<file path="src/ldc_pkg.sv">
// Shared constants and types of the LED driver control registers.
// Assumes a single 20 MHz clock for the register bank and the timers.
package ldc_pkg;

  // ----------------------------------------------------------------
  // Clock and timing
  // ----------------------------------------------------------------
  localparam int unsigned CLK_HZ     = 20_000_000;
  localparam int unsigned DIM_HZ_0   = 220;
  localparam int unsigned DIM_HZ_1   = 250;
  localparam int unsigned DIM_HZ_2   = 280;
  localparam int unsigned DIM_HZ_3   = 330;
  localparam int unsigned STAGGER_US = 80;
  localparam int unsigned STAGGER_CYC = (CLK_HZ / 1_000_000) * STAGGER_US;
  localparam int unsigned RF_NUM     = 127500;
  localparam int unsigned RF_DEN     = 250;
  localparam int unsigned RF_FRAC    = 8;

  // ----------------------------------------------------------------
  // Register map and fields
  // ----------------------------------------------------------------
  localparam logic [7:0] ADDR_DIM  = 8'h00;
  localparam logic [7:0] ADDR_CTRL = 8'h01;
  localparam logic [7:0] ADDR_RFLO = 8'h02;
  localparam logic [7:0] ADDR_RFHI = 8'h03;
  localparam logic [1:0] RST_DIM   = 2'h1;
  localparam logic [7:0] RST_CTRL  = 8'h40;
  localparam logic [1:0] RST_RFLO  = 2'h1;
  localparam logic [7:0] RST_RFHI  = 8'h6a;
  localparam int unsigned CTRL_PIN   = 7;
  localparam int unsigned CTRL_LATCH = 6;
  localparam int unsigned CTRL_STH   = 4;
  localparam int unsigned CTRL_SLEW  = 2;
  localparam int unsigned CTRL_STAG  = 1;
  localparam int unsigned CTRL_EN    = 0;
  localparam int unsigned NUM_CH     = 8;
  localparam int unsigned DUTY_W     = 12;
  localparam logic [3:0]  I2C_BITS   = 4'h8;

  // Register access from the serial port
  typedef struct packed {
    logic       wr;
    logic       rd;
    logic [7:0] addr;
    logic [7:0] wdata;
  } ldc_req_t;

  // Half refresh period per divisor unit, fixed point with RF_FRAC bits
  function automatic logic [15:0] ldc_rf_scale(input int unsigned hz);
    longint v;
    v = (longint'(CLK_HZ) * RF_DEN * (1 << (RF_FRAC - 1)))
        / (longint'(RF_NUM) * hz);
    return v[15:0];
  endfunction

endpackage

</file>
<file path="src/ldc_i2c_slave.sv">
// Serial register port: 7-bit addressed target with a byte pointer.
// Assumes SCL and SDA arrive asynchronously from the bus pins.
`timescale 1ns/100ps
`default_nettype none
module ldc_i2c_slave
  import ldc_pkg::*;
#(
  parameter logic [6:0] DEV_ADDR = 7'h30  // Arbitrary value
) (
  input  wire logic       i_clock,
  input  wire logic       i_rst,
  input  wire logic       i_clk_en,
  input  wire logic       i_scl,
  input  wire logic       i_sda,
  input  wire logic [7:0] i_rd_data,
  output logic            o_sda_oe,
  output logic [7:0]      o_rd_addr,
  output ldc_req_t        o_req
);

  typedef enum logic [8:0] {
    S_IDLE  = 9'h001, S_ADDR  = 9'h002, S_ACK_A = 9'h004,
    S_PTR   = 9'h008, S_ACK_P = 9'h010, S_WDATA = 9'h020,
    S_ACK_W = 9'h040, S_RDATA = 9'h080, S_RACK  = 9'h100
  } ldc_i2c_st_t;

  ldc_i2c_st_t st_q;
  logic [2:0]  scl_q;
  logic [2:0]  sda_q;
  logic [3:0]  cnt_q;
  logic [7:0]  sh_q;
  logic [7:0]  ptr_q;
  logic        rw_q;
  logic        nack_q;

  // ----------------------------------------------------------------
  // Pin synchronisers; stage 0 feeds only stage 1
  // ----------------------------------------------------------------
  always_ff @(posedge i_clock) begin
    if (i_rst) begin
      scl_q <= 3'h7;
      sda_q <= 3'h7;
    end else if (i_clk_en) begin
      scl_q <= {scl_q[1:0], i_scl};
      sda_q <= {sda_q[1:0], i_sda};
    end
  end

  // Bus events seen on the synchronised pins
  wire rise  = scl_q[1] & ~scl_q[2];
  wire fall  = ~scl_q[1] & scl_q[2];
  wire start = scl_q[1] & scl_q[2] & sda_q[2] & ~sda_q[1];
  wire stop  = scl_q[1] & scl_q[2] & ~sda_q[2] & sda_q[1];
  wire full  = (cnt_q == I2C_BITS);
  wire [7:0] byte_in = {sh_q[6:0], sda_q[1]};
  assign o_rd_addr = ptr_q;

  // ----------------------------------------------------------------
  // Byte engine; data changes only after SCL falls
  // ----------------------------------------------------------------
  always_ff @(posedge i_clock) begin
    if (i_rst) begin
      st_q <= S_IDLE;
      cnt_q <= 4'h0;
      sh_q <= 8'h00;
      ptr_q <= 8'h00;
      rw_q <= 1'b0;
      nack_q <= 1'b0;
      o_sda_oe <= 1'b0;
      o_req <= '0;
    end else if (i_clk_en) begin
      o_req.wr <= 1'b0;
      o_req.rd <= 1'b0;
      if (start) begin
        st_q <= S_ADDR;
        cnt_q <= 4'h0;
        o_sda_oe <= 1'b0;
      end else if (stop) begin
        st_q <= S_IDLE;
        o_sda_oe <= 1'b0;
      end else begin
        case (st_q)
          S_ADDR, S_PTR, S_WDATA: begin
            if (rise && !full) begin
              sh_q <= byte_in;
              cnt_q <= cnt_q + 4'h1;
            end else if (fall && full) begin
              cnt_q <= 4'h0;
              o_sda_oe <= 1'b1;
              if (st_q == S_PTR) begin
                ptr_q <= sh_q;
                st_q <= S_ACK_P;
              end else if (st_q == S_WDATA) begin
                o_req.wr <= 1'b1;
                o_req.addr <= ptr_q;
                o_req.wdata <= sh_q;
                ptr_q <= ptr_q + 8'h01;
                st_q <= S_ACK_W;
              end else if (sh_q[7:1] == DEV_ADDR) begin
                rw_q <= sh_q[0];
                st_q <= S_ACK_A;
              end else begin
                o_sda_oe <= 1'b0;  // Not ours: wait for next start
                st_q <= S_IDLE;
              end
            end
          end
          S_ACK_A, S_RACK: begin
            if (rise) begin
              nack_q <= sda_q[1];
            end else if (fall) begin
              if (st_q == S_RACK && nack_q) begin
                o_sda_oe <= 1'b0;
                st_q <= S_IDLE;
              end else if (st_q == S_RACK || rw_q) begin
                sh_q <= i_rd_data;
                o_sda_oe <= ~i_rd_data[7];
                o_req.rd <= 1'b1;
                o_req.addr <= ptr_q;
                st_q <= S_RDATA;
              end else begin
                o_sda_oe <= 1'b0;
                st_q <= S_PTR;
              end
            end
          end
          S_ACK_P, S_ACK_W: begin
            if (fall) begin
              o_sda_oe <= 1'b0;
              st_q <= S_WDATA;
            end
          end
          S_RDATA: begin
            if (rise) begin
              cnt_q <= cnt_q + 4'h1;
            end else if (fall && full) begin
              cnt_q <= 4'h0;
              o_sda_oe <= 1'b0;
              ptr_q <= ptr_q + 8'h01;
              st_q <= S_RACK;
            end else if (fall) begin
              sh_q <= {sh_q[6:0], 1'b0};
              o_sda_oe <= ~sh_q[6];
            end
          end
          S_IDLE: st_q <= S_IDLE;
          default: st_q <= S_IDLE;
        endcase
      end
    end
  end

endmodule
`default_nettype wire

</file>
<file path="src/ldc_top.sv">
// Global control registers of an eight-channel LED driver, with the
// dimming timer, phase stagger, refresh generator and fault handling.
// Assumes fault inputs are asynchronous analog flags; duty and channel
// enables come from per-channel logic on the same clock.
//
// Contract
// [RQ1] Dimming code 00..11 selects 220, 250, 280 or 330 Hz PWM rate.
// [RQ2] Host changes dimming code only while global enable is clear.
// [RQ3] Host waits 10 us after a dimming code write before others.
// [RQ4] Control bit 7 picks refresh (0) or fault indication (1) on pin.
// [RQ5] Control bit 6 picks latch-off (1) or hiccup retry (0) on fault.
// [RQ6] Bits 5:4 select short threshold 2, 3, 4 or 5 V; reset 00.
// [RQ7] Bits 3:2 select current ramp none, 5, 10 or 20 us; reset 00.
// [RQ8] Stagger bit set delays each channel's rising edge by 80 us.
// [RQ9] Sticky over-temperature flag reads at bit 2; resets to 0.
// [RQ10] Divisor low two bits in one register, upper eight next, 6A.
// [RQ11] Divisor zero holds the refresh output constantly high.
// [RQ12] Refresh rate is 127500 over divisor times dimming rate over 250.
// [RQ13] Low divisor bits take effect only when upper bits are written.
// [RQ14] Global enable resets 0; channels stay dark until it is set.
`timescale 1ns/100ps
`default_nettype none
module ldc_top
  import ldc_pkg::*;
#(
  parameter int unsigned DIM_PER_0 = CLK_HZ / DIM_HZ_0,
  parameter int unsigned DIM_PER_1 = CLK_HZ / DIM_HZ_1,
  parameter int unsigned DIM_PER_2 = CLK_HZ / DIM_HZ_2,
  parameter int unsigned DIM_PER_3 = CLK_HZ / DIM_HZ_3
) (
  input  wire logic                            i_clock,
  input  wire logic                            i_rst,
  input  wire logic                            i_clk_en,
  input  wire logic                            i_scl,
  input  wire logic                            i_sda,
  input  wire logic                            i_fault,
  input  wire logic                            i_overtemp,
  input  wire logic [NUM_CH-1:0]               i_chan_enable,
  input  wire logic [NUM_CH-1:0][DUTY_W-1:0]   i_duty,
  output logic                                 o_sda_oe,
  output logic [NUM_CH-1:0]                    o_led_channel_output,
  output logic                                 o_refresh_or_fault_pin,
  output logic [1:0]                           o_short_threshold_sel,
  output logic [1:0]                           o_slew_sel,
  output logic                                 o_latch_off
);

  // ----------------------------------------------------------------
  // Storage
  // ----------------------------------------------------------------
  ldc_req_t    req;
  logic [7:0]  rd_addr;
  logic [7:0]  rd_data;
  logic [1:0]  dim_freq_sel_q;
  logic [7:0]  ctrl_q;
  logic [1:0]  rf_lo_shadow_q;
  logic [7:0]  rf_hi_q;
  logic [9:0]  refresh_divisor_q;
  logic        overtemp_flag_q;
  logic [1:0]  flt_sync_q;
  logic [1:0]  ot_sync_q;
  logic [16:0] dim_cnt_q;
  logic [17:0] rf_cnt_q;
  logic        rf_level_q;

  // ----------------------------------------------------------------
  // Serial register port
  // ----------------------------------------------------------------
  ldc_i2c_slave u_port (
    .i_clock   (i_clock),
    .i_rst     (i_rst),
    .i_clk_en  (i_clk_en),
    .i_scl     (i_scl),
    .i_sda     (i_sda),
    .i_rd_data (rd_data),
    .o_sda_oe  (o_sda_oe),
    .o_rd_addr (rd_addr),
    .o_req     (req)
  );

  // ----------------------------------------------------------------
  // Decode
  // ----------------------------------------------------------------
  // Write strobes per register and the read strobe of the low divisor register
  wire wr_dim  = req.wr && (req.addr == ADDR_DIM);
  wire wr_ctrl = req.wr && (req.addr == ADDR_CTRL);
  wire wr_rflo = req.wr && (req.addr == ADDR_RFLO);
  wire wr_rfhi = req.wr && (req.addr == ADDR_RFHI);
  wire rd_rflo = req.rd && (req.addr == ADDR_RFLO);

  // Control fields
  wire en_bit    = ctrl_q[CTRL_EN];
  wire stag_bit  = ctrl_q[CTRL_STAG];
  wire latch_bit = ctrl_q[CTRL_LATCH];
  wire pin_bit   = ctrl_q[CTRL_PIN];

  // Read data; reserved bits and unmapped pointers read as zero
  // [RQ9] flag readback
  assign rd_data =
    (rd_addr == ADDR_DIM)  ? {6'h00, dim_freq_sel_q} :
    (rd_addr == ADDR_CTRL) ? ctrl_q :
    (rd_addr == ADDR_RFLO) ? {5'h00, overtemp_flag_q, rf_lo_shadow_q} :
    (rd_addr == ADDR_RFHI) ? rf_hi_q : 8'h00;

  // ----------------------------------------------------------------
  // Register writes
  // ----------------------------------------------------------------
  // The dimming code is applied at once; the host avoids glitches by
  // writing it only while disabled and pausing afterwards.
  // [RQ2] host keeps this
  // [RQ3] host keeps this
  always_ff @(posedge i_clock) begin
    if (i_rst) begin
      dim_freq_sel_q <= RST_DIM;
    end else if (i_clk_en && wr_dim) begin
      dim_freq_sel_q <= req.wdata[1:0];
    end
  end

  // [RQ14] enable resets clear
  always_ff @(posedge i_clock) begin
    if (i_rst) begin
      ctrl_q <= RST_CTRL;
    end else if (i_clk_en && wr_ctrl) begin
      ctrl_q <= req.wdata;
    end
  end

  // [RQ10] split divisor storage
  // [RQ13] load on upper write
  always_ff @(posedge i_clock) begin
    if (i_rst) begin
      rf_lo_shadow_q <= RST_RFLO;
      rf_hi_q <= RST_RFHI;
      refresh_divisor_q <= {RST_RFHI, RST_RFLO};
    end else if (i_clk_en) begin
      if (wr_rflo) begin
        rf_lo_shadow_q <= req.wdata[1:0];
      end
      if (wr_rfhi) begin
        rf_hi_q <= req.wdata;
        refresh_divisor_q <= {req.wdata, rf_lo_shadow_q};
      end
    end
  end

  // ----------------------------------------------------------------
  // Fault inputs and handling
  // ----------------------------------------------------------------
  // Fault pins are asynchronous; two stages before any use
  always_ff @(posedge i_clock) begin
    if (i_rst) begin
      flt_sync_q <= 2'h0;
      ot_sync_q <= 2'h0;
    end else if (i_clk_en) begin
      flt_sync_q <= {flt_sync_q[0], i_fault};
      ot_sync_q <= {ot_sync_q[0], i_overtemp};
    end
  end

  wire fault_now = flt_sync_q[1] | ot_sync_q[1];

  // Cleared by reading; a new event in the same cycle wins
  // [RQ9] sticky flag
  always_ff @(posedge i_clock) begin
    if (i_rst) begin
      overtemp_flag_q <= 1'b0;
    end else if (i_clk_en) begin
      overtemp_flag_q <= ot_sync_q[1] | (overtemp_flag_q & ~rd_rflo);
    end
  end

  // Latch-off holds until software clears the enable; hiccup mode
  // simply retries by following the fault level
  // [RQ5] latch or hiccup
  always_ff @(posedge i_clock) begin
    if (i_rst) begin
      o_latch_off <= 1'b0;
    end else if (i_clk_en) begin
      o_latch_off <= en_bit &
                     (o_latch_off | (fault_now & latch_bit));
    end
  end

  wire chan_block = ~en_bit | o_latch_off | fault_now;

  // ----------------------------------------------------------------
  // Dimming timer
  // ----------------------------------------------------------------
  // [RQ1] rate select
  wire [16:0] dim_per =
    (dim_freq_sel_q == 2'h0) ? DIM_PER_0[16:0] :
    (dim_freq_sel_q == 2'h1) ? DIM_PER_1[16:0] :
    (dim_freq_sel_q == 2'h2) ? DIM_PER_2[16:0] : DIM_PER_3[16:0];

  // Counter rests at zero while disabled so all channels restart
  // in phase when enabled
  // [RQ14] dimming held off
  always_ff @(posedge i_clock) begin
    if (i_rst) begin
      dim_cnt_q <= 17'h00000;
    end else if (i_clk_en) begin
      if (!en_bit || dim_cnt_q >= dim_per - 17'h00001) begin
        dim_cnt_q <= 17'h00000;
      end else begin
        dim_cnt_q <= dim_cnt_q + 17'h00001;
      end
    end
  end

  // Position in a channel's own period given its start offset.
  // Offsets must stay below the period, which holds for all rates.
  function automatic logic [16:0] phase_of(input logic [16:0] cnt,
                                           input logic [16:0] off,
                                           input logic [16:0] per);
    logic [17:0] s;
    s = (cnt >= off) ? {1'b0, cnt} - {1'b0, off}
                     : {1'b0, cnt} + {1'b0, per} - {1'b0, off};
    return s[16:0];
  endfunction

  logic [NUM_CH-1:0] led_d;

  // On-time is duty over 4096 of the period; the multiply costs area
  // but keeps every rate exact to one clock
  // [RQ8] 80 us stagger
  always_comb begin
    logic [16:0] off;
    logic [28:0] thr;
    off = 17'h00000;
    thr = 29'h00000000;
    for (int k = 0; k < NUM_CH; k++) begin
      off = stag_bit ? 17'(k * STAGGER_CYC) : 17'h00000;
      thr = 29'(i_duty[k] * dim_per);
      led_d[k] = ~chan_block & i_chan_enable[k] &
                 ({12'h000, phase_of(dim_cnt_q, off, dim_per)} <
                  thr[28:DUTY_W]);
    end
  end

  // [RQ14] outputs gated
  always_ff @(posedge i_clock) begin
    if (i_rst) begin
      o_led_channel_output <= '0;
    end else if (i_clk_en) begin
      o_led_channel_output <= led_d;
    end
  end

  // ----------------------------------------------------------------
  // Refresh generator
  // ----------------------------------------------------------------
  // Half period in cycles: divisor times a per-rate scale factor
  // [RQ12] refresh rate
  wire [15:0] rf_scale =
    (dim_freq_sel_q == 2'h0) ? ldc_rf_scale(DIM_HZ_0) :
    (dim_freq_sel_q == 2'h1) ? ldc_rf_scale(DIM_HZ_1) :
    (dim_freq_sel_q == 2'h2) ? ldc_rf_scale(DIM_HZ_2) :
                               ldc_rf_scale(DIM_HZ_3);
  wire [25:0] rf_prod = refresh_divisor_q * rf_scale;
  wire [17:0] rf_half = rf_prod[25:RF_FRAC];
  wire        rf_zero = (refresh_divisor_q == 10'h000);

  // [RQ11] zero gives high
  always_ff @(posedge i_clock) begin
    if (i_rst) begin
      rf_cnt_q <= 18'h00000;
      rf_level_q <= 1'b1;
    end else if (i_clk_en) begin
      if (rf_zero) begin
        rf_cnt_q <= 18'h00000;
        rf_level_q <= 1'b1;
      end else if (rf_cnt_q + 18'h00001 >= rf_half) begin
        rf_cnt_q <= 18'h00000;
        rf_level_q <= ~rf_level_q;
      end else begin
        rf_cnt_q <= rf_cnt_q + 18'h00001;
      end
    end
  end

  // ----------------------------------------------------------------
  // Shared pin and analog settings
  // ----------------------------------------------------------------
  // Fault mode pulls the pin low while a fault is present or held
  // [RQ4] pin function
  always_ff @(posedge i_clock) begin
    if (i_rst) begin
      o_refresh_or_fault_pin <= 1'b1;
    end else if (i_clk_en) begin
      o_refresh_or_fault_pin <= pin_bit ?
        ~(fault_now | o_latch_off | overtemp_flag_q) : rf_level_q;
    end
  end

  // Analog side decodes the codes; kept registered for clean edges
  // [RQ6] short threshold
  // [RQ7] slew code
  always_ff @(posedge i_clock) begin
    if (i_rst) begin
      o_short_threshold_sel <= RST_CTRL[CTRL_STH +: 2];
      o_slew_sel <= RST_CTRL[CTRL_SLEW +: 2];
    end else if (i_clk_en) begin
      o_short_threshold_sel <= ctrl_q[CTRL_STH +: 2];
      o_slew_sel <= ctrl_q[CTRL_SLEW +: 2];
    end
  end

endmodule
`default_nettype wire

</file>
<file path="config.mk">
export PLATFORM = sky130hd
export DESIGN_NAME = ldc_top
export DESIGN_NICKNAME = d
export VERILOG_FILES = /design/src/ldc_pkg.sv /design/src/ldc_i2c_slave.sv /design/src/ldc_top.sv
export SDC_FILE = /design/constraint.sdc
export NUM_CORES = 2
export LEC_CHECK = 0
export BUFFER_PORTS_ARGS = -buffer_cell sky130_fd_sc_hd__buf_2
export CAP_MARGIN = 15
export CORE_ASPECT_RATIO = 1.25
export CORE_MARGIN = 3
export CORE_UTILIZATION = 58
export CTS_CLUSTER_DIAMETER = 100
export CTS_CLUSTER_SIZE = 30
export DETAILED_ROUTE_END_ITERATION = 10
export PLACE_DENSITY = 0.79
export RECOVER_POWER = 100
export SLEW_MARGIN = 5
export SYNTH_ARGS = -nofsm -noshare
export SYNTH_HDL_FRONTEND = slang
export SYNTH_SLANG_ARGS = --single-unit
</file>
<file path="constraint.sdc">
create_clock -name i_clock -period 11.3 [get_ports i_clock]
set_input_delay 2.26 -clock i_clock [delete_from_list [all_inputs] [get_ports i_clock]]
set_output_delay 2.26 -clock i_clock [all_outputs]
set_load 0.02 [all_outputs]
</file>
# Yosys cells after proc, flatten, opt, wreduce, memory -nomap -nowiden
# Cells that the tools add are included.
# op_classes
reduce_logical	39
muxes	102
bitwise	49
order_cmp	18
multipliers	9
eq_ne	41
add_sub_neg	20
# ops
op	count
$mul A12 B17 Y29	8
$mux W17	12
$mux W8	21
$lt A17 B17 Y1	8
$mux W9	14
$sub A17 B13 Y17	6
$mux W18	4
$sub A17 B14 Y17	4
$mux W16	4
$ge A17 B13 Y1	3
$mux W15	3
$mux W13	3
$pmux W9 S4	1
$ge A17 B14 Y1	2
$sub A17 B11 Y17	2
$sub A17 B12 Y17	2
$eq A8 B2 Y1 const B	4
$pmux W8 S2	2
$mux W14	2
$reduce_and A9 Y1	3
$and A1 B1 Y1	26
$mul A10 B15 Y25	1
$mux W1	24
$pmux W8 S3	1
other kinds (56)	118
# word_totals
reg_bits	141
wordCells	307
input_bits	111

# Longest topological paths before layout
# logic_depth
word_depth	13
ltp_mapped	40
ltp_nobuf	35

# By module
# From an unflattened synthesis, not the netlist that was laid out.
# unflattened
hier_cells	7545
area_unflattened_um2	64398.0
# modules_own_cells
mod	seq_area_each_um2	area_each_um2	n_inst	cells_per_inst
ldc_top	1541.5	61406.4	1	7191
ldc_i2c_slave	1121.1	2991.6	1	354

# Worst setup path after synthesis
# No wires, ideal clock.
# synth_timing
kind	reg2reg
from	register dim_freq_sel_q[0]
to	register rf_cnt_q[14]
path_buffers	6
arrival_ps	8519
path_stages_with_launch	34
setup_slack_ps	2723
path_cell_list	dfxtp_1 > inv_1 > clkbuf_1 > ha_1 > clkbuf_1 > clkbuf_1 > clkbuf_1 > nand2_1 > fa_1 > inv_1 > fa_1 > inv_1 > fa_1 > inv_1 > fa_1 > fa_1 > ha_1 > and2_1 > a311oi_1 > a211oi_1 > o21a_1 > o21a_1 > o21ai_0 > nand2b_1 > xnor2_1 > ha_1 > a211o_1 > a2111oi_0 > o31ai_1 > or3_1 > clkbuf_1 > clkbuf_1 > nor2_1 > o22a_1
# synth_between
elab_chain_len	8
elab_cells_between_ends	10
cone_classes	mul: 1; order compare: 1; eq/ne: 2; mux: 5; reduce/logical: 1
# synth_lines
item	line_no	source
from (decl)	ldc_top.sv:54	logic [1:0] dim_freq_sel_q;
from (signal assigned)	ldc_top.sv:116	dim_freq_sel_q <= req.wdata[1:0];
$eq A2 B2 Y1	ldc_top.sv:258	(dim_freq_sel_q == 2'h2) ? ldc_rf_scale(DIM_HZ_2) :
$mux W15	ldc_top.sv:258	
$mux W15	ldc_top.sv:257	(dim_freq_sel_q == 2'h1) ? ldc_rf_scale(DIM_HZ_1) :
$mux W15 *	ldc_top.sv:256	(dim_freq_sel_q == 2'h0) ? ldc_rf_scale(DIM_HZ_0) :
$mul A10 B15 Y25 *	ldc_top.sv:260	wire [25:0] rf_prod = refresh_divisor_q * rf_scale;
$ge A18 B17 Y1 *	ldc_top.sv:273	end else if (rf_cnt_q + 18'h00001 >= rf_half) begin
$mux W18 *	ldc_top.sv:273	
$mux W18 *	ldc_top.sv:270	if (rf_zero) begin
to (signal assigned)	ldc_top.sv:277	rf_cnt_q <= rf_cnt_q + 18'h00001;
to (decl)	ldc_top.sv:63	logic [17:0] rf_cnt_q;
# Every way passes the cells marked *; elsewhere a longest branch is shown, timed or not.
# A chain may end at the register's enable or synchronous reset.

# Final worst setup path
# layout_timing
from	register dim_freq_sel_q[1]
to	register o_led_channel_output[6]
# layout_between
elab_chain_len	9
elab_cells_between_ends	12
cone_classes	add/sub: 2; mul: 1; order compare: 1; eq/ne: 2; mux: 4; bitwise: 1; reduce/logical: 1
# layout_lines
item	line_no	source
$eq A2 B2 Y1	ldc_top.sv:194	(dim_freq_sel_q == 2'h2) ? DIM_PER_2[16:0] : DIM_PER_3[16:0];
$mux W17	ldc_top.sv:194	
$mux W17	ldc_top.sv:193	(dim_freq_sel_q == 2'h1) ? DIM_PER_1[16:0] :
$mux W17 *	ldc_top.sv:192	(dim_freq_sel_q == 2'h0) ? DIM_PER_0[16:0] :
$add A17 B17 Y17	ldc_top.sv:218	: {1'b0, cnt} + {1'b0, per} - {1'b0, off};
$sub A17 B14 Y17	ldc_top.sv:218	
$mux W17	ldc_top.sv:217	s = (cnt >= off) ? {1'b0, cnt} - {1'b0, off}
$lt A17 B17 Y1 *	ldc_top.sv:236	({12'h000, phase_of(dim_cnt_q, off, dim_per)} <
$and A1 B1 Y1 *	ldc_top.sv:235	led_d[k] = ~chan_block & i_chan_enable[k] &
to (signal assigned)	ldc_top.sv:246	o_led_channel_output <= led_d;
to (decl)	ldc_top.sv:41	output logic [NUM_CH-1:0] o_led_channel_output,
# Marks and branches as above.

==> run metrics <==
status finished, violations left; failing checks capacitance limit, slew limit; Async SR Flop Fraction 0%; Hold Buf Count CTS 0; clk_lat worst skew 0.48 ns; WP data required 11.72 ns; CTS tree built; Worst path slowest cell clkinv_2; placed wire-length estimate 137.6 mm; Worst slew margin -51.87%; final count of hold timing violations 0; root cell of the clock tree clkbuf_16; ranking of synthesized cells by area fa_1 (35%), ha_1 (19%), inv_1 (10%); routed vias 49.77k; Max-cap violations 4; Worst EP arrival 10.30 ns; Synth cell types 91; area grow syn2layout 3.746%; Pre-antenna DRT Iters 9; setup tns final 0 ns; full die area 113900 um2; Largest stage delay, worst path 0.92 ns; Die Width 302.4 um; initial drt markers 3347; Pwr Total 4857 uW; Crit Path Max Fanout 39; Post-Syn Instances 7469; Die Ht 376.5 um; I/O pin total 126; row cnt 135; largest net degree at the start of global routing 90; VDD IR max 153.4 uV; post-cts gate resize count 0; RePlAce Congestion 0.9998; post-CTS setup buffers 0; Seq/Total Area, Yosys 4.180%; Non-Filler Instances 8820; syn_area_per_cell 8.528 um2; Final Max Slew Viols 86; Post-Syn Area 63690 um2; clock period minus final worst setup slack 9.878 ns; Least-Margin Pin Slew 2.278 ns; DR vias/cell 5.643; Yosys reg bits 133; area leader, netlist fa_1; Layout Skew 0.02241 ns; Initial Util 58.64%; WS Path Type reg -> reg; static leakage 0.03621 uW; H-tree level count 4; RSZ-0062 raised after global routing false; TritonCTS Sinks 133; top_reg_cell synth dfxtp_1; GR Overflow Total 0; placeable core area 108600 um2; Placed Cells 8785; Pwr Density 73.50 nW/um2; Ys Warns 0; fmax 0.1012 GHz; vias in the first global route 53.26k; Final setup viols 0; Routed WL 168.3 mm; final antenna-violating net count 0; crit path capture type flop; total CTS buffers 17; Hold Path Class reg -> reg; DRC 0; Yosys top cell area share 35.42%; top-count cell post-synth inv_1; first-pass GRT wire length 273.5 mm; ratio of cells with drive above 1 in the final layout 4.120%; number of flops mapped to enable cells by yosys 0; commonest cells in the netlist inv_1 (1778), fa_1 (1127), ha_1 (945); Final Cycle Share 87.41%; WL/cell 19.08 um; Clock Tree Buf Depth 2; nets@finish 9549; Overall Global Routing Usage 30.32%; initial antenna violation count 9; CP startpoint kind flop; Clock Pin Slew Worst Setup and Hold Paths 0.08 ns; Port Buffers 125
critical path, delay by kind of cell (launching register included):
family / cells / cell delay [ns]
buffers and inverters: 6 / 2.15
XOR/XNOR: 1 / 0.21
adder cells (fa/ha/maj): 8 / 3.31
flip-flops: 1 / 0.56
AO/OA/AOI/OAI: 12 / 2.78
AND/OR/NAND/NOR: 5 / 0.76
metal layers:
metal	wire (um)	GRT usage [%]	up-vias
met5	48	0	-
met4	9790	15.50	8
met3	11190	3.762	522
met2	83550	52.96	1929
met1	63700	36.68	24560
li1	-	-	22760
layout make-up:
class	instances	area (um2)
multi-input cells	5237	53160
diodes	3	7.507
clock buffers	17	425.4
fillers	9219	42530
inverters	1786	6706
well taps	1438	1799
clock inverters	15	196.4
repair buffers	191	1115
flip-flops and latches	133	2666
metrics by stage:
stage	utilization [%]	instance area (um2)	hold WS [ns]	setup WS, ns
global placement	60.31	65510	0.4371	2.205
global route	60.84	66080	0.4911	1.007
CTS	60.89	66130	0.4738	1.968
finish	60.84	66080	0.4721	1.422
floorplan	-	63720	0.4314	2.723
detailed placement	60.31	65510	0.4524	2.021
cells by family (layout without fill, tap and decap cells):
kind of cell,Yosys count,in the layout,synth area share [%]
buffers and inverters,2106,2009,12.52
other,1,11,0.005888
adder cells (fa/ha/maj),2072,2072,53.99
AND/OR/NAND/NOR,1990,1990,15.76
multiplexers,92,92,1.501
XOR/XNOR,329,329,4.524
flip-flops,133,133,4.180
AO/OA/AOI/OAI,746,746,7.524
report_power, final:
part	leakage (uW)	switching, uW	internal (uW)
clock network	0.000308	281	339
registers	0.00107	5.24	473
logic	0.0348	2120	1640
sequential cells by signal, summed over array words and instances, names as in the netlist, 3 cells and up:
name / count
o_led_channel_output: 8
u_port.st_q: 9
ctrl_q: 8
u_port.o_rd_addr: 8
u_port.cnt_q: 4
u_port.sda_q: 3
u_port.scl_q: 3
u_port.sh_q: 8
u_port.o_req: 18
dim_cnt_q: 17
rf_hi_q: 8
rf_cnt_q: 18
final timing paths:
kind	from	to	slack, ns	cells after the start
hold / removal	u_port.sda_q[0]	u_port.sda_q[1]	0.47	1
setup / recovery	dim_freq_sel_q[1]	o_led_channel_output[6]	1.42	32
hold reg to reg	u_port.sda_q[0]	u_port.sda_q[1]	0.47	1
setup reg to reg	dim_freq_sel_q[1]	o_led_channel_output[6]	1.42	32
cell usage in the layout (no fill, tap or decap), types with 101 or more instances in the layout:
cell	netlist	routed
inv_1	1778	1777
fa_1	1127	1127
ha_1	945	940
nand2_1	695	695
nor2b_1	339	339
nor2_1	269	268
a21oi_1	260	260
and2_1	231	229
xnor2_1	209	205
dfxtp_1	133	132
o21ai_0	116	122
xor2_1	120	120
buf_2	4	109
a21o_1	101	101
(Power assumes the default switching activity.)
